===== config.mk =====
export PLATFORM = sky130hd
export DESIGN_NAME = ssup_ctrl
export DESIGN_NICKNAME = d
export VERILOG_FILES = /design/src/verilog/ssup_pkg.sv /design/src/verilog/ssup_ctrl.sv
export VERILOG_INCLUDE_DIRS = /design/src /design/src/verilog
export SDC_FILE = /design/constraint.sdc
export NUM_CORES = 1
export LEC_CHECK = 0
export ABC_CLOCK_PERIOD_IN_PS = 3000
export BUFFER_PORTS_ARGS = -buffer_cell sky130_fd_sc_hd__clkbuf_2
export CAP_MARGIN = 20
export CORE_MARGIN = 3
export CORE_UTILIZATION = 50
export DETAILED_ROUTE_END_ITERATION = 6
export PLACE_DENSITY_LB_ADDON = 0.15
export SLEW_MARGIN = 25
export SYNTH_ARGS = -nofsm -noshare
export SYNTH_HDL_FRONTEND = slang
export SYNTH_SLANG_ARGS = --single-unit

===== constraint.sdc =====
create_clock -name clk_sys -period 3 [get_ports clk_sys]
set_clock_uncertainty 0.15 [all_clocks]
set_input_delay 0.6 -clock clk_sys [delete_from_list [all_inputs] [get_ports clk_sys]]
set_output_delay 0.6 -clock clk_sys [all_outputs]
set_load 0.05 [all_outputs]

===== src/verilog/ssup_regs.svh =====
// Register offsets, field positions and write mask of the supply control
`ifndef SSUP_REGS_SVH
`define SSUP_REGS_SVH

`define SSUP_ADDR_W 8
`define SSUP_DATA_W 16
`define SSUP_OFS_SYS_CTRL2 8'h04
`define SSUP_OFS_INT_STAT2 8'h1a
`define SSUP_OFS_INT_MASK2 8'h22
`define SSUP_OFS_CHG_CTRL 8'h40
`define SSUP_OFS_SRC_STAT 8'h41

`define SSUP_BIT_DISCONNECT 14
`define SSUP_BIT_SRC_ROLE 13
`define SSUP_BIT_SRC_HIPWR 11
`define SSUP_BIT_SINK_HIPWR 9
`define SSUP_BIT_LIMIT_OVR 8
`define SSUP_BIT_OVERCURRENT 10
`define SSUP_BIT_FAST_REQ 0

`define SSUP_SYS_CTRL2_WMASK 16'h6b00
`define SSUP_ZERO16 16'h0000

`endif


===== src/verilog/ssup_pkg.sv =====
// Types shared by the supply control logic
`default_nettype none
package ssup_pkg;
  typedef enum logic [1:0] {
    SSUP_SRC_CELL_INPUT,
    SSUP_SRC_WALL,
    SSUP_SRC_USB
  } ssup_src_e;

  typedef enum logic [1:0] {
    SSUP_PWR_OFF,
    SSUP_PWR_HIBERNATE,
    SSUP_PWR_ACTIVE,
    SSUP_PWR_OTHER
  } ssup_pwr_e;
endpackage
`default_nettype wire


===== src/verilog/ssup_ctrl.sv =====
// Power source selection, USB power role and current limit control
//
// What this block does
// Wall supply chosen whenever its voltage sits in the 4.0V-5.5V window.
// Wall still chosen below 4.0V when it is the highest source.
// USB never chosen while a suitable wall supply is present.
// Wall becoming unsuitable with USB available switches source to USB.
// Battery chosen when it exceeds both wall and USB supplies.
// On wall with cell: trickle in OFF, HIBERNATE, ACTIVE; fast in ACTIVE.
// Sink role by default; role bit 13 set makes the device a source.
// Sink role takes USB when wall is out of limits and USB highest.
// OFF to ACTIVE under USB power only with USB at least 4.0V.
// Role high-power bit sets 100mA/500mA; a write takes high power only while ACTIVE, the sink strap at any state.
// Excess demand engages limiting and sets the over-current flag.
// Override disables protection and doubles the flag threshold.
// Low-power mode: trickle on, suspended when needed to stay in 100mA.
// High-power mode: fast charge allowed, throttled to stay in 500mA.
// No charging from USB unless in the sink role.
// Disconnect bit 14 opens the USB switch and leaves wall or battery as the source.
// Disconnect bit clears on reset, undervoltage lockout or boot failure.
// Source-role bit clears on reset and on source-to-sink transition.
// Sink high-power bit reset value comes from the configuration mode.
// Over-current flag latched on rising edge, bit 10 at 1Ah, read clears.
// Mask bit 10 at 22h blocks the flag from the interrupt; resets to 0.
// Current monitored in both roles with that role's high-power bit.
// Host should suspend USB when unused and pick power after enumeration.
// Interrupt output is the flag AND the inverted mask bit.
`timescale 1ns/1ps
`default_nettype none
`include "ssup_regs.svh"

module ssup_ctrl (
  // Clock and reset
  input wire logic clk_sys,
  input wire logic sys_rst,
  // Register port
  input wire logic [`SSUP_ADDR_W-1:0] reg_addr,
  input wire logic [`SSUP_DATA_W-1:0] reg_wdata,
  input wire logic reg_wr,
  input wire logic reg_rd,
  output logic [`SSUP_DATA_W-1:0] reg_rdata,
  // Comparator indications (asynchronous)
  input wire logic wall_in_window,
  input wire logic wall_highest,
  input wire logic usb_present,
  input wire logic usb_highest,
  input wire logic usb_above_4v0,
  input wire logic cell_input_present,
  input wire logic usb_demand_over_100ma,
  input wire logic usb_demand_over_500ma,
  input wire logic usb_demand_over_1a,
  input wire logic usb_demand_over_200ma,
  // Power manager status (same clock)
  input wire logic [1:0] pwr_state,
  input wire logic config_sink_high_power,
  input wire logic line_uvlo,
  input wire logic boot_hyst_fail,
  input wire logic off_to_active_req,
  // Source selection and role outputs
  output logic [1:0] src_sel,
  output logic usb_switch_closed,
  output logic usb_source_role,
  output logic usb_high_power,
  output logic usb_limit_active,
  output logic off_to_active_ok,
  // Charger gating
  output logic trickle_en,
  output logic fast_en,
  output logic fast_throttle,
  // Interrupt
  output logic usb_irq
);

  // ----------------------------------------------------------------
  // Input synchronisers
  // ----------------------------------------------------------------
  // Comparators settle on their own time; two flops keep metastability out
  localparam int NSYNC = 10;
  logic [NSYNC-1:0] async_in;
  logic [NSYNC-1:0] sync1_r;
  logic [NSYNC-1:0] sync2_r;
  assign async_in = {usb_demand_over_200ma, usb_demand_over_1a,
                     usb_demand_over_500ma, usb_demand_over_100ma,
                     cell_input_present, usb_above_4v0, usb_highest,
                     usb_present, wall_highest, wall_in_window};

  genvar gi;
  generate
    for (gi = 0; gi < NSYNC; gi++) begin : g_sync
      always_ff @(posedge clk_sys or posedge sys_rst) begin
        if (sys_rst) begin
          sync1_r[gi] <= 1'b0;
          sync2_r[gi] <= 1'b0;
        end else begin
          sync1_r[gi] <= async_in[gi];
          sync2_r[gi] <= sync1_r[gi];
        end
      end
    end
  endgenerate

  logic s_wall_ok;
  logic s_wall_hi;
  logic s_usb_pres;
  logic s_usb_hi;
  logic s_usb_4v0;
  logic s_cell;
  logic s_ovr100;
  logic s_ovr500;
  logic s_ovr1a;
  logic s_ovr200;
  assign s_wall_ok = sync2_r[0];
  assign s_wall_hi = sync2_r[1];
  assign s_usb_pres = sync2_r[2];
  assign s_usb_hi = sync2_r[3];
  assign s_usb_4v0 = sync2_r[4];
  assign s_cell = sync2_r[5];
  assign s_ovr100 = sync2_r[6];
  assign s_ovr500 = sync2_r[7];
  assign s_ovr1a = sync2_r[8];
  assign s_ovr200 = sync2_r[9];

  // ----------------------------------------------------------------
  // Register access decode
  // ----------------------------------------------------------------
  function automatic logic hit(input logic [`SSUP_ADDR_W-1:0] a,
                               input logic [`SSUP_ADDR_W-1:0] ofs);
    hit = (a == ofs);
  endfunction

  logic wr_ctrl2;
  logic wr_mask2;
  logic wr_chg;
  logic rd_stat2;
  assign wr_ctrl2 = reg_wr && hit(reg_addr, `SSUP_OFS_SYS_CTRL2);
  assign wr_mask2 = reg_wr && hit(reg_addr, `SSUP_OFS_INT_MASK2);
  assign wr_chg = reg_wr && hit(reg_addr, `SSUP_OFS_CHG_CTRL);
  assign rd_stat2 = reg_rd && hit(reg_addr, `SSUP_OFS_INT_STAT2);

  logic is_active;
  assign is_active = (pwr_state == ssup_pkg::SSUP_PWR_ACTIVE);

  // ----------------------------------------------------------------
  // System control two
  // ----------------------------------------------------------------
  logic disconnect_r;
  logic src_role_r;
  logic src_hipwr_r;
  logic sink_hipwr_r;
  logic limit_ovr_r;
  logic fast_req_r;
  logic usb_over_rail;
  logic role_drop;
  // USB rising above the rail means the far side now feeds this device,
  // so the role state falls back to sink and the source bit clears
  assign usb_over_rail = s_usb_pres && s_usb_hi;
  assign role_drop = src_role_r && usb_over_rail;

  // Lockout and boot failure reopen USB so the next start may use it
  always_ff @(posedge clk_sys or posedge sys_rst) begin
    if (sys_rst) begin
      disconnect_r <= 1'b0;
    end else if (line_uvlo || boot_hyst_fail) begin
      disconnect_r <= 1'b0;
    end else if (wr_ctrl2) begin
      disconnect_r <= reg_wdata[`SSUP_BIT_DISCONNECT];
    end
  end

  always_ff @(posedge clk_sys or posedge sys_rst) begin
    if (sys_rst) begin
      src_role_r <= 1'b0;
    end else if (role_drop) begin
      src_role_r <= 1'b0;
    end else if (wr_ctrl2) begin
      src_role_r <= reg_wdata[`SSUP_BIT_SRC_ROLE];
    end
  end

  // High power may only be picked while ACTIVE; a write elsewhere clears it
  always_ff @(posedge clk_sys or posedge sys_rst) begin
    if (sys_rst) begin
      src_hipwr_r <= 1'b0;
    end else if (wr_ctrl2) begin
      src_hipwr_r <= reg_wdata[`SSUP_BIT_SRC_HIPWR] & is_active;
    end
  end

  // Strap is caught by a clocked process right after reset release
  logic strap_done_r;
  always_ff @(posedge clk_sys or posedge sys_rst) begin
    if (sys_rst) begin
      strap_done_r <= 1'b0;
    end else begin
      strap_done_r <= 1'b1;
    end
  end

  always_ff @(posedge clk_sys or posedge sys_rst) begin
    if (sys_rst) begin
      sink_hipwr_r <= 1'b0;
    end else if (!strap_done_r) begin
      sink_hipwr_r <= config_sink_high_power;
    end else if (line_uvlo || boot_hyst_fail) begin
      sink_hipwr_r <= 1'b0;
    end else if (wr_ctrl2) begin
      sink_hipwr_r <= reg_wdata[`SSUP_BIT_SINK_HIPWR] & is_active;
    end
  end

  always_ff @(posedge clk_sys or posedge sys_rst) begin
    if (sys_rst) begin
      limit_ovr_r <= 1'b0;
    end else if (wr_ctrl2) begin
      limit_ovr_r <= reg_wdata[`SSUP_BIT_LIMIT_OVR];
    end
  end

  // Software fast-charge request; honoured only where allowed
  always_ff @(posedge clk_sys or posedge sys_rst) begin
    if (sys_rst) begin
      fast_req_r <= 1'b0;
    end else if (wr_chg) begin
      fast_req_r <= reg_wdata[`SSUP_BIT_FAST_REQ];
    end
  end

  // ----------------------------------------------------------------
  // Source selection
  // ----------------------------------------------------------------
  logic usb_usable;
  logic [1:0] src_nxt;
  assign usb_usable = s_usb_pres && !disconnect_r && !src_role_r;

  always_comb begin
    if (s_wall_ok || s_wall_hi) begin
      src_nxt = ssup_pkg::SSUP_SRC_WALL;
    end else if (usb_usable && s_usb_hi) begin
      src_nxt = ssup_pkg::SSUP_SRC_USB;
    end else begin
      src_nxt = ssup_pkg::SSUP_SRC_CELL_INPUT;
    end
  end

  always_ff @(posedge clk_sys or posedge sys_rst) begin
    if (sys_rst) begin
      src_sel <= ssup_pkg::SSUP_SRC_CELL_INPUT;
    end else begin
      src_sel <= src_nxt;
    end
  end

  assign usb_switch_closed = !disconnect_r;
  assign usb_source_role = src_role_r;

  // ----------------------------------------------------------------
  // Current limit and over-current event
  // ----------------------------------------------------------------
  logic role_hipwr;
  logic over_now;
  logic over_prev_r;
  logic flag_r;
  logic mask_r;
  assign role_hipwr = src_role_r ? src_hipwr_r : sink_hipwr_r;
  assign usb_high_power = role_hipwr;

  // Override doubles the event threshold: 200mA or 1A instead of 100/500mA
  always_comb begin
    if (limit_ovr_r) begin
      over_now = role_hipwr ? s_ovr1a : s_ovr200;
    end else begin
      over_now = role_hipwr ? s_ovr500 : s_ovr100;
    end
  end

  // Protection off while overridden; steady load above 500mA is unsafe
  assign usb_limit_active = over_now && !limit_ovr_r;

  always_ff @(posedge clk_sys or posedge sys_rst) begin
    if (sys_rst) begin
      over_prev_r <= 1'b0;
    end else begin
      over_prev_r <= over_now;
    end
  end

  // Set beats the read clear so an edge in the read cycle is kept
  always_ff @(posedge clk_sys or posedge sys_rst) begin
    if (sys_rst) begin
      flag_r <= 1'b0;
    end else if (over_now && !over_prev_r) begin
      flag_r <= 1'b1;
    end else if (rd_stat2) begin
      flag_r <= 1'b0;
    end
  end

  always_ff @(posedge clk_sys or posedge sys_rst) begin
    if (sys_rst) begin
      mask_r <= 1'b0;
    end else if (wr_mask2) begin
      mask_r <= reg_wdata[`SSUP_BIT_OVERCURRENT];
    end
  end

  assign usb_irq = flag_r && !mask_r;

  // ----------------------------------------------------------------
  // Charger gating and start-up permission
  // ----------------------------------------------------------------
  logic on_wall;
  logic on_usb_sink;
  assign on_wall = (src_sel == ssup_pkg::SSUP_SRC_WALL);
  assign on_usb_sink = (src_sel == ssup_pkg::SSUP_SRC_USB) && !src_role_r;

  always_comb begin
    trickle_en = 1'b0;
    fast_en = 1'b0;
    fast_throttle = 1'b0;
    if (s_cell && on_wall) begin
      trickle_en = (pwr_state != ssup_pkg::SSUP_PWR_OTHER);
      fast_en = fast_req_r && is_active;
    end else if (s_cell && on_usb_sink) begin
      if (role_hipwr) begin
        trickle_en = 1'b1;
        fast_en = fast_req_r && is_active;
        fast_throttle = s_ovr500;
      end else begin
        trickle_en = !s_ovr100;
      end
    end
  end

  // Start from USB needs the 4.0V comparator; wall or battery always ok
  assign off_to_active_ok = off_to_active_req &&
    ((src_sel != ssup_pkg::SSUP_SRC_USB) || s_usb_4v0);

  // ----------------------------------------------------------------
  // Read data
  // ----------------------------------------------------------------
  // Zero outside the answer cycle so stale data never linger on the bus
  logic [`SSUP_DATA_W-1:0] rd_nxt;
  always_comb begin
    rd_nxt = `SSUP_ZERO16;
    if (reg_rd) begin
      case (reg_addr)
        `SSUP_OFS_SYS_CTRL2: begin
          rd_nxt[`SSUP_BIT_DISCONNECT] = disconnect_r;
          rd_nxt[`SSUP_BIT_SRC_ROLE] = src_role_r;
          rd_nxt[`SSUP_BIT_SRC_HIPWR] = src_hipwr_r;
          rd_nxt[`SSUP_BIT_SINK_HIPWR] = sink_hipwr_r;
          rd_nxt[`SSUP_BIT_LIMIT_OVR] = limit_ovr_r;
        end
        `SSUP_OFS_INT_STAT2: rd_nxt[`SSUP_BIT_OVERCURRENT] = flag_r;
        `SSUP_OFS_INT_MASK2: rd_nxt[`SSUP_BIT_OVERCURRENT] = mask_r;
        `SSUP_OFS_CHG_CTRL: rd_nxt[`SSUP_BIT_FAST_REQ] = fast_req_r;
        `SSUP_OFS_SRC_STAT: rd_nxt = {11'h000, usb_limit_active,
                                      trickle_en, fast_en, src_sel};
        default: rd_nxt = `SSUP_ZERO16;
      endcase
    end
  end

  always_ff @(posedge clk_sys or posedge sys_rst) begin
    if (sys_rst) begin
      reg_rdata <= `SSUP_ZERO16;
    end else begin
      reg_rdata <= rd_nxt;
    end
  end

endmodule // ssup_ctrl
`default_nettype wire


After elaboration in Yosys (flattened, before gate mapping). Cells that the tools add are included.

Register bits: 48. Input bits: 44.

Equality and inequality tests: 11. Mux-type cells: 31. Bitwise operators: 2. Reductions and logical operators: 29.

Operators by type and width (count): $mux W1 (23); $logic_and A1 B1 Y1 (17); $eq A8 B7 Y1 const B (2); $mux W15 (1); $eq A8 B3 Y1 const B (1); $eq A8 B5 Y1 const B (1); $eq A8 B6 Y1 const B (1); $mux W2 (4); $logic_not A1 Y1 (6); $reduce_bool A2 Y1 (3); $eq A2 B2 Y1 const B (2); $mux W4 (1); $ne A2 B2 Y1 const B (2); $pmux W1 S2 (2); $logic_or A1 B1 Y1 (3); $ne A3 B2 Y1 const B (1); $and A1 B1 Y1 (2); $eq A2 B1 Y1 const B (1).

Logic depth before layout (Yosys ltp). Gate-level depths: netlist of run 1.

Depth in word-level cells: 7. Mapped depth: 4. Depth with buffers taken out: 3.

Least setup slack after synthesis of run 1. Ideal clock, no wire load.

Kind: register -> output. Start: reg src_role_r (netlist: usb_source_role). End: out usb_limit_active. Data arrival time: 2.063 ns. Slack: 0.187 ns. Stages on the path, launching flop included: 4. Buffers on the path: 0. Cells stage by stage: dfrtp_1 -> mux2_2 -> mux2i_1 -> nor2_1.

Word-level cells in the longest chain between the ends: 4. Elaborated cells on any way between the ends: 5. Classes of those cells: mux (4); reduce/logical (1).

RTL lines: start: declaration (RTL line ssup_ctrl.sv:147) `logic src_role_r;`; start signal: assignment (RTL line ssup_ctrl.sv:176) `` src_role_r <= reg_wdata[`SSUP_BIT_SRC_ROLE]; ``; $mux W1 * (RTL line ssup_ctrl.sv:264) `assign role_hipwr = src_role_r ? src_hipwr_r : sink_hipwr_r;`; named net usb_high_power (RTL line ssup_ctrl.sv:63) `output logic usb_high_power,`; $mux W1, on equally long branches (RTL line ssup_ctrl.sv:272, ssup_ctrl.sv:270); $mux W1 * (RTL line ssup_ctrl.sv:269) `if (limit_ovr_r) begin`; $logic_and A1 B1 Y1 * (RTL line ssup_ctrl.sv:277) `assign usb_limit_active = over_now && !limit_ovr_r;`; end: declaration (RTL line ssup_ctrl.sv:64) `output logic usb_limit_active,`.

Mark *: on every way through the listed nets, which the timed path passes. The rest lies on a longest branch.

Worst setup path after layout of run 1.
Start: reg src_role_r (netlist: usb_source_role). End: out trickle_en.

Word-level cells in the longest chain between the ends: 5. Elaborated cells on any way between the ends: 7. Classes of those cells: mux (4); reduce/logical (3).

RTL lines: $logic_not A1 Y1 (RTL line ssup_ctrl.sv:314) `assign on_usb_sink = (src_sel == ssup_pkg::SSUP_SRC_USB) && !src_role_r;`; $logic_and A1 B1 Y1 (RTL line ssup_ctrl.sv:314); $logic_and A1 B1 Y1 (RTL line ssup_ctrl.sv:323) `end else if (s_cell && on_usb_sink) begin`; $mux W1 * (RTL line ssup_ctrl.sv:323); $mux W1 * (RTL line ssup_ctrl.sv:320) `if (s_cell && on_wall) begin`; end: declaration (RTL line ssup_ctrl.sv:67) `output logic trickle_en,`.

Mark *: on every way between the ends. The rest lies on a longest branch, timed or not.

==> results of run 1 <==
## where the power goes
part / switching, mW / leakage (nW) / internal (mW) / total [mW]
clock: 0.177 / 0.0373 / 0.171 / 0.348
combinational: 0.0754 / 0.435 / 0.0360 / 0.111
sequential: 0.00961 / 0.539 / 0.599 / 0.609
total: 0.262 / 1.01 / 0.806 / 1.07
## area by class of cell
| cell class | count | area (um2) | area share |
|---|---|---|---|
| Clock inverter | 2 | 37.5 | 0.0186 |
| Sequential cell | 43 | 1080 | 0.533 |
| Multi-Input combinational cell | 76 | 500 | 0.248 |
| Timing Repair Buffer | 57 | 288 | 0.142 |
| Clock buffer | 5 | 37.5 | 0.0186 |
| Inverter | 7 | 26.3 | 0.0130 |
| Tap cell | 44 | 55.1 | 0.0272 |
## how the worst max path moves through the flow
stage	start	end	slack, ps
final	usb_source_role$_DFFE_PP0P_	trickle_en	360
after global routing	usb_source_role$_DFFE_PP0P_	trickle_en	50
after CTS	usb_source_role$_DFFE_PP0P_	trickle_en	320
after detailed placement	usb_source_role$_DFFE_PP0P_	trickle_en	730
after global placement	usb_source_role$_DFFE_PP0P_	trickle_en	730
after floorplan	usb_source_role$_DFFE_PP0P_	usb_limit_active	190
## stage by stage
| step | power, mW | worst slack [ps] |
|---|---|---|
| after global placement | 0.728 | 732 |
| after detailed placement | 0.733 | 734 |
| after global routing | 1.12 | 46.3 |
| after floorplan | 0.693 | 187 |
| after CTS | 1.08 | 324 |
| final | 1.07 | 359 |
## cells in the mapped netlist (3+ instances only)
master,number,area share
nand2_1,9,0.021
inv_1,7,0.016
nand3_1,5,0.015
nor4b_1,3,0.016
nand4_1,3,0.012
nor2_1,8,0.018
mux2_2,4,0.028
buf_4,5,0.023
nor4_1,3,0.012
o31ai_1,3,0.014
and2_1,5,0.019
dfrtp_1,43,0.66
## per-layer routing
| layer | wire, um | vias to the layer above | share of wire |
|---|---|---|---|
| met2 | 1680 | 47 | 0.52 |
| met3 | 239 | 5 | 0.075 |
| met4 | 48 | 0 | 0.015 |
| met1 | 1240 | 575 | 0.39 |
| met5 | 0 | - | 0 |
| li1 | - | 562 | - |
## worst max-delay path, cell delays in order (launching register included)
cell	delay, ps
dfrtp_1	470
nor4bb_1	480
o21ai_0	210
nand2_1	100
clkbuf_2	280
## cell families after synthesis
kind of cell	count (synthesis)	share of synthesized area
muxes	7	0.0538
AOI/OAI and AO/OA	13	0.0561
buffers and inverters	13	0.0415
and+or+nand+nor	50	0.184
DFF	43	0.661
other	2	0.00461
==> impl_metrics.py, run 1 <==
metrics = {
    "cells_and_area": {
        "syn2layout_area_growth_pct": 24.0,
        "nFillCells": 241,
        "design_area_um2": 2020,
        "top_register": "reg_rdata",
        "antenna_cells": 0,
        "drive_gt1_frac": 0.374,
        "nNetsFinal": 234,
        "largest_reg_flops": 11,
        "mostFrequentLayoutCells": "clkbuf_2 (56), dfrtp_1 (43), nand2_1 (9)",
        "final_common_cell": "clkbuf_2",
        "utilization": 0.657,
        "reg_top3": "reg_rdata: 11 flops, sync1_r: 10 flops, src_sel: 2 flops",
        "fin_cells": 234,
    },
    "synthesis": {
        "synthDistinctLibCells": 36,
        "synth_edf_count": 0,
        "syn_inst": 128,
        "synth-seq-cells": 43,
        "synth-seq-area-share": 0.661,
        "ys_async_sr_fraction": 1.00,
        "yosys_warnings": 0,
        "postSynthAreaPerCell_um2": 12.7,
        "synthesis.area_um2": 1630,
        "synthFlopType": "dfrtp_1",
    },
    "placement": {
        "numPortBuffers": 56,
        "dpl.hpwl_mm": 2.53,
        "gp_congestion": 0.764,
        "place_area_um2": 1950,
        "place_inst": 227,
    },
    "clocking": {
        "numClockSinks": 43,
        "cts_resized": 0,
        "cts_setup_buffers": 0,
        "cts-root-buf": "clkbuf_4",
        "h-tree-depth": 2,
        "cts_hold_buf": 0,
        "clockBufferDepth": 2,
        "cts_buffers": 5,
        "cts_tree": "done",
        "clkTransAtPathRegs_ps": 120,
        "clock_latency_ps": 350,
    },
    "global_routing": {
        "grt_pass1_vias": 1224,
        "grt.total_usage": 0.179,
        "use_met2": 0.298,
        "grt_use_met1": 0.214,
        "grt.busiest_layer": "met2",
        "use_met3": 0.0588,
        "antenna_found_initial": 0,
        "grt_pass1_wl_mm": 5.46,
        "globalRoute.totalOverflow": 0,
        "grt_max_degree": 23,
    },
    "setup_path": {
        "cp_data_arrival_time_ps": 1890,
        "path_max_fanout": 7,
        "path_class": "reg -> out",
        "cp.required_ps": 2250,
        "reg2reg_slack_ps": 1200,
        "crit_path_end_kind": "output port",
        "r2r-end": "flag_r$_DFFE_PP0P_",
        "r2r_cells": 3,
        "r2r-start": "usb_source_role$_DFFE_PP0P_",
        "cp-start-kind": "flip-flop",
    },
    "flow_run": {
        "drv_cap": 0,
    },
    "route": {
        "drc": 0,
        "routedWlPerCell_um": 13.7,
        "vias": 1189,
        "initialDrtViolationCount": 27,
        "vias_per_cell": 5.08,
        "drtAntennaViolNets": 0,
        "dr.pass1.iters": 4,
        "routed_wl_mm": 3.21,
    },
    "hold_path": {
        "hold_path_class": "in -> async",
    },
    "pwr": {
        "power-per-cell-area_nw_per_um2": 529,
        "leakagePower_nw": 1.01,
        "ir_drop_mv": 0.448,
    },
    "sta": {
        "fin_setup_tns_ps": 0,
        "finalSetupViolCount": 0,
        "fin_crit_ps": 2640,
        "whs_ps": 91.2,
        "worstMarginPinSlew_ps": 707,
        "relSlewSlack": 0.526,
        "hold_viol": 0,
        "rsz0062_at_grt": "no",
        "fin_crit_sh": 0.880,
        "fmax_ghz": 0.379,
        "finalMaxSlewViolations": 0,
    },
    "die": {
        "die_w_um": 63.1,
        "core-area_um2": 3080,
        "row_count": 20,
        "initial_core_util": 0.529,
        "design.die.area_um2": 3980,
        "die_y_um": 63.1,
        "ios": 71,
    },
    "run_status": {
        "status": "finished clean",
    },
}
No activity file was read; power rests on OpenSTA's default activity.
==> run 2, diff against run 1 <==
--- a/config.mk
+++ b/config.mk
@@ -8,11 +8,11 @@
 export LEC_CHECK = 0
 export ABC_CLOCK_PERIOD_IN_PS = 3000
 export BUFFER_PORTS_ARGS = -buffer_cell sky130_fd_sc_hd__clkbuf_2
-export CAP_MARGIN = 20
 export CORE_MARGIN = 3
 export CORE_UTILIZATION = 50
 export DETAILED_ROUTE_END_ITERATION = 6
 export PLACE_DENSITY_LB_ADDON = 0.15
+export RECOVER_POWER = 100
 export SLEW_MARGIN = 25
 export SYNTH_ARGS = -nofsm -noshare
 export SYNTH_HDL_FRONTEND = slang
==> run 2 against run 1 <==
  * Utilization decreased by 1.1 points
  * Setup slack got worse by 120 ps
  * Final cell count unchanged
  * First-iteration DRC count up 3.7%
  * Non-clock buffer count did not move
  * Clock power barely moved
==> impl_metrics.py, run 2 (synthesis results as in run 1) <==
metrics = {
    "run_status": {
        "status": "finished clean",
    },
    "placement": {
        "dp_slack_ps": 734,
        "place_inst": 227,
        "numPortBuffers": 56,
        "dpl.hpwl_mm": 2.53,
        "gp_congestion": 0.764,
    },
    "sta": {
        "worstMarginPinSlew_ps": 1120,
        "fin_ws_ps": 235,
        "whs_ps": 92.3,
        "fmax_ghz": 0.362,
        "finalMaxSlewViolations": 0,
        "finalSetupViolCount": 0,
        "relSlewSlack": 0.251,
        "fin_setup_tns_ps": 0,
        "fin_crit_ps": 2760,
        "fin_crit_sh": 0.922,
        "hold_viol": 0,
        "rsz0062_at_grt": "no",
    },
    "route": {
        "drc": 0,
        "routed_wl_mm": 3.24,
        "vias": 1180,
        "initialDrtViolationCount": 28,
        "dr.pass1.iters": 4,
        "vias_per_cell": 5.04,
        "drtAntennaViolNets": 0,
        "routedWlPerCell_um": 13.8,
    },
    "cells_and_area": {
        "drive_gt1_frac": 0.247,
        "final_common_cell": "dfrtp_1",
        "nNetsFinal": 234,
        "antenna_cells": 0,
        "reg_top3": "reg_rdata: 11 flops, sync1_r: 10 flops, src_sel: 2 flops",
        "syn2layout_area_growth_pct": 22.0,
        "largest_reg_flops": 11,
        "fin_cells": 234,
        "top_register": "reg_rdata",
        "mostFrequentLayoutCells": "dfrtp_1 (43), clkbuf_2 (35), clkbuf_1 (22)",
    },
    "pwr": {
        "swShare": 0.247,
        "power.share.clock": 0.327,
        "p_seq_frac": 0.571,
        "power.combinational.fraction": 0.102,
        "p_sw_mw": 0.263,
        "power-per-cell-area_nw_per_um2": 537,
        "leakagePower_nw": 0.936,
        "ir_drop_mv": 0.451,
        "p_int_mw": 0.803,
    },
    "setup_path": {
        "cp.required_ps": 2250,
        "cp_slowest_cell": "dfrtp_1",
        "r2r-start": "usb_source_role$_DFFE_PP0P_",
        "crit_chain": "mux2_1 > mux2i_1 > nor2_1 > clkbuf_1",
        "cp_data_arrival_time_ps": 2010,
        "r2r-end": "flag_r$_DFFE_PP0P_",
        "path_max_fanout": 7,
        "slowest_delay_ps": 480,
        "reg2reg_slack_ps": 1150,
        "path_class": "reg -> out",
        "cp-start-kind": "flip-flop",
        "crit_path_end_kind": "output port",
        "r2r_cells": 3,
    },
    "die": {
        "die_y_um": 63.1,
        "die_w_um": 63.1,
        "row_count": 20,
        "core-area_um2": 3080,
        "design.die.area_um2": 3980,
        "ios": 71,
        "initial_core_util": 0.529,
    },
    "global_routing": {
        "grt_max_degree": 23,
        "globalRoute.totalOverflow": 0,
        "grt_pass1_wl_mm": 5.46,
        "antenna_found_initial": 0,
        "grt.total_usage": 0.179,
        "grt_pass1_vias": 1224,
    },
    "clocking": {
        "clkTransAtPathRegs_ps": 120,
        "h-tree-depth": 2,
        "clockBufferDepth": 2,
        "clock_latency_ps": 350,
        "cts-root-buf": "clkbuf_4",
        "cts_tree": "done",
        "numClockSinks": 43,
        "cts_hold_buf": 0,
        "cts_buffers": 5,
        "cts_setup_buffers": 0,
        "cts_resized": 0,
    },
    "flow_run": {
        "drv_cap": 0,
    },
    "hold_path": {
        "hold_path_class": "in -> async",
    },
}
## run 2: cell types whose count changed in the layout (fill, tap and decap cells not counted), sizes merged
cell	previous run	this run
clkbuf	61	62
buf	1	0
## run 2: metrics by stage
step	util	cell area, um2	power [mW]
floorplan	-	1640	0.693
global placement	0.632	1950	0.728
detailed placement	0.632	1950	0.733
CTS	0.657	2020	1.08
global route	0.646	1990	1.12
finish	0.646	1990	1.07
## run 2: worst max-delay path by stage
| stage | cells after the start | startpoint | endpoint | slack [ps] |
|---|---|---|---|---|
| 2_1_floorplan | 3 | usb_source_role$_DFFE_PP0P_ | usb_limit_active | 190 |
| 3_3_place_gp | 4 | usb_source_role$_DFFE_PP0P_ | trickle_en | 730 |
| 3_5_place_dp | 4 | usb_source_role$_DFFE_PP0P_ | trickle_en | 730 |
| 4_1_cts | 4 | usb_source_role$_DFFE_PP0P_ | trickle_en | 320 |
| 5_1_grt | 4 | usb_source_role$_DFFE_PP0P_ | trickle_en | 40 |
| 6_report | 4 | usb_source_role$_DFFE_PP0P_ | usb_limit_active | 240 |
## run 2: worst max-delay path: cells and delay by family (launching register included)
family	cells	cell delay (ps)
flops	1	480
buf+inv	1	480
simple gates	1	90
mux	2	620
## run 2: cell type report
type / instances / area (um2)
tap: 44 / 55.1
clock inverter: 2 / 37.5
timing repair buffer: 57 / 258
clock buffer: 5 / 37.5
multi-input combinational: 76 / 497
sequential: 43 / 1080
inverter: 7 / 26.3
fill: 258 / 1090
## run 2: per-layer routing
metal,vias to the layer above,share of wire,GRT usage
met1,572,0.41,0.214
li1,564,-,-
met3,5,0.062,0.0588
met4,0,0.015,0.0716
met5,-,0,0
met2,39,0.52,0.298
## run 2: power groups by stage
stage                     sequential [mW]  clock (mW)  combinational [mW]
after floorplan                     0.621           0              0.0721
after global placement              0.619           0               0.110
after detailed placement            0.621           0               0.112
after CTS                           0.609       0.358               0.113
after global routing                0.612       0.387               0.119
final                               0.609       0.349               0.109
==> run 3, diff against run 2 <==
--- a/config.mk
+++ b/config.mk
@@ -8,7 +8,7 @@
 export LEC_CHECK = 0
 export ABC_CLOCK_PERIOD_IN_PS = 3000
 export BUFFER_PORTS_ARGS = -buffer_cell sky130_fd_sc_hd__clkbuf_2
-export CORE_MARGIN = 3
+export CORE_MARGIN = 2
 export CORE_UTILIZATION = 50
 export DETAILED_ROUTE_END_ITERATION = 6
 export PLACE_DENSITY_LB_ADDON = 0.15
==> run 3 against run 2 <==
  * Hold slack worse by 17 ps
  * Non-clock buffer count unchanged
  * Critical path depth unchanged
  * Die area down 6.2%
  * Register-to-register slack about the same
  * Setup slack worse by 2.8 ps
  * Critical path type unchanged
==> impl_metrics.py, run 3 (synthesis results as in run 1) <==
metrics = {
    "setup_path": {
        "cp.depth": 4,
        "r2r-start": "usb_source_role$_DFFE_PP0P_",
        "cp_slowest_cell": "dfrtp_1",
        "reg2reg_slack_ps": 1160,
        "path_class": "reg -> out",
        "crit_buf_inv": 1,
        "cp-start-kind": "flip-flop",
        "crit_family": "multiplexers",
        "endpoint": "usb_limit_active",
        "crit_chain": "mux2_1 > mux2i_1 > nor2_1 > clkbuf_1",
        "crit_path_end_kind": "output port",
        "cp_data_arrival_time_ps": 2020,
        "slowest_delay_ps": 480,
        "crit_start": "usb_source_role$_DFFE_PP0P_",
        "path_max_fanout": 7,
        "cp.required_ps": 2250,
        "r2r_cells": 3,
        "r2r-end": "flag_r$_DFFE_PP0P_",
    },
    "sta": {
        "finalMaxSlewViolations": 0,
        "whs_ps": 75.7,
        "rsz0062_at_grt": "no",
        "fin_crit_sh": 0.923,
        "finalSetupViolCount": 0,
        "worstMarginPinSlew_ps": 1180,
        "fin_setup_tns_ps": 0,
        "fmax_ghz": 0.361,
        "hold_viol": 0,
        "relSlewSlack": 0.213,
        "fin_crit_ps": 2770,
    },
    "die": {
        "die_w_um": 61.1,
        "die_y_um": 61.1,
        "initial_core_util": 0.529,
        "design.die.area_um2": 3730,
        "core-area_um2": 3080,
        "ios": 71,
        "row_count": 20,
    },
    "run_status": {
        "status": "finished clean",
    },
    "placement": {
        "gp_congestion": 0.772,
        "place_inst": 227,
        "dpl.hpwl_mm": 2.43,
        "numPortBuffers": 56,
    },
    "cells_and_area": {
        "largest_reg_flops": 11,
        "top_register": "reg_rdata",
        "fin_cells": 235,
        "final_common_cell": "dfrtp_1",
        "antenna_cells": 0,
        "syn2layout_area_growth_pct": 22.8,
        "multi_input_area_um2": 497,
        "mostFrequentLayoutCells": "dfrtp_1 (43), clkbuf_2 (34), clkbuf_1 (23)",
        "nNetsFinal": 234,
        "register_area_um2": 1080,
        "nFillCells": 262,
        "reg_top3": "reg_rdata: 11 flops, sync1_r: 10 flops, src_sel: 2 flops",
        "drive_gt1_frac": 0.246,
    },
    "clocking": {
        "numClockSinks": 43,
        "cts_setup_buffers": 0,
        "cts_resized": 0,
        "cts_hold_buf": 0,
        "clockBufferDepth": 2,
        "clock_latency_ps": 350,
        "cts_buffers": 5,
        "cts_tree": "done",
        "h-tree-depth": 2,
        "clkTransAtPathRegs_ps": 130,
        "cts-root-buf": "clkbuf_4",
    },
    "route": {
        "vias_per_cell": 4.94,
        "routedWlPerCell_um": 13.5,
        "routed_wl_mm": 3.16,
        "drtAntennaViolNets": 0,
        "drc": 0,
        "vias": 1162,
        "initialDrtViolationCount": 44,
        "dr.pass1.iters": 4,
    },
    "global_routing": {
        "globalRoute.totalOverflow": 0,
        "antenna_found_initial": 0,
        "grt_pass1_vias": 1099,
        "grt_max_degree": 24,
        "grt_pass1_wl_mm": 4.83,
        "grt.total_usage": 0.187,
    },
    "flow_run": {
        "drv_cap": 0,
    },
    "pwr": {
        "leakagePower_nw": 0.945,
        "ir_drop_mv": 0.457,
        "power-per-cell-area_nw_per_um2": 551,
    },
    "hold_path": {
        "hold_path_class": "in -> async",
    },
}
==> run 3: cell count changes in the layout (fill, tap and decap cells not counted) <==
cell / previous run / this run
and2_0: 3 / 2
and2_1: 2 / 3
clkbuf_1: 22 / 23
clkbuf_2: 35 / 34
clkbuf_8: 0 / 1
clkinvlp_4: 1 / 0
inv_6: 0 / 1
==> run 3: per-layer routing <==
metal | GRT usage | routed length [um]
met4 | 0.0839 | 53
met3 | 0.0630 | 172
met5 | 0 | 0
met1 | 0.228 | 1300
met2 | 0.302 | 1640
==> run 3: power by group <==
| part | total [mW] | internal [mW] | leakage, nW | switching, mW |
|---|---|---|---|---|
| Combinational | 0.109 | 0.0331 | 0.358 | 0.0755 |
| Sequential | 0.609 | 0.599 | 0.539 | 0.00980 |
| Clock | 0.385 | 0.201 | 0.0489 | 0.184 |
| Total | 1.10 | 0.833 | 0.945 | 0.269 |
==> run 3: layout make-up <==
type | instances | share of cell area
inverter | 7 | 0.0131
timing repair buffer | 57 | 0.128
multi-input combinational | 76 | 0.248
tap | 44 | 0.0275
sequential | 43 | 0.538
clock inverter | 2 | 0.0194
clock buffer | 6 | 0.0256
==> run 3: per-stage QoR <==
stage / total power, mW / setup WS, ps / utilization / cell area (um2)
finish: 1.10 / 232 / 0.650 / 2000
detailed placement: 0.732 / 704 / 0.632 / 1950
floorplan: 0.693 / 187 / - / 1640
global route: 1.15 / 30.9 / 0.650 / 2000
CTS: 1.11 / 268 / 0.661 / 2040
global placement: 0.728 / 732 / 0.632 / 1950
==> run 3: how the worst min path moves through the flow <==
stage	startpoint	endpoint	slack (ps)	depth (start not counted)
2_1_floorplan	sync1_r[5]$_DFF_PP0_	s_cell$_DFF_PP0_	180	0
3_3_place_gp	sync1_r[0]$_DFF_PP0_	s_wall_ok$_DFF_PP0_	180	0
3_5_place_dp	sync1_r[3]$_DFF_PP0_	s_usb_hi$_DFF_PP0_	180	0
4_1_cts	sys_rst	sync1_r[7]$_DFF_PP0_	90	2
5_1_grt	sys_rst	sync1_r[1]$_DFF_PP0_	90	2
6_report	sys_rst	sync1_r[7]$_DFF_PP0_	80	2
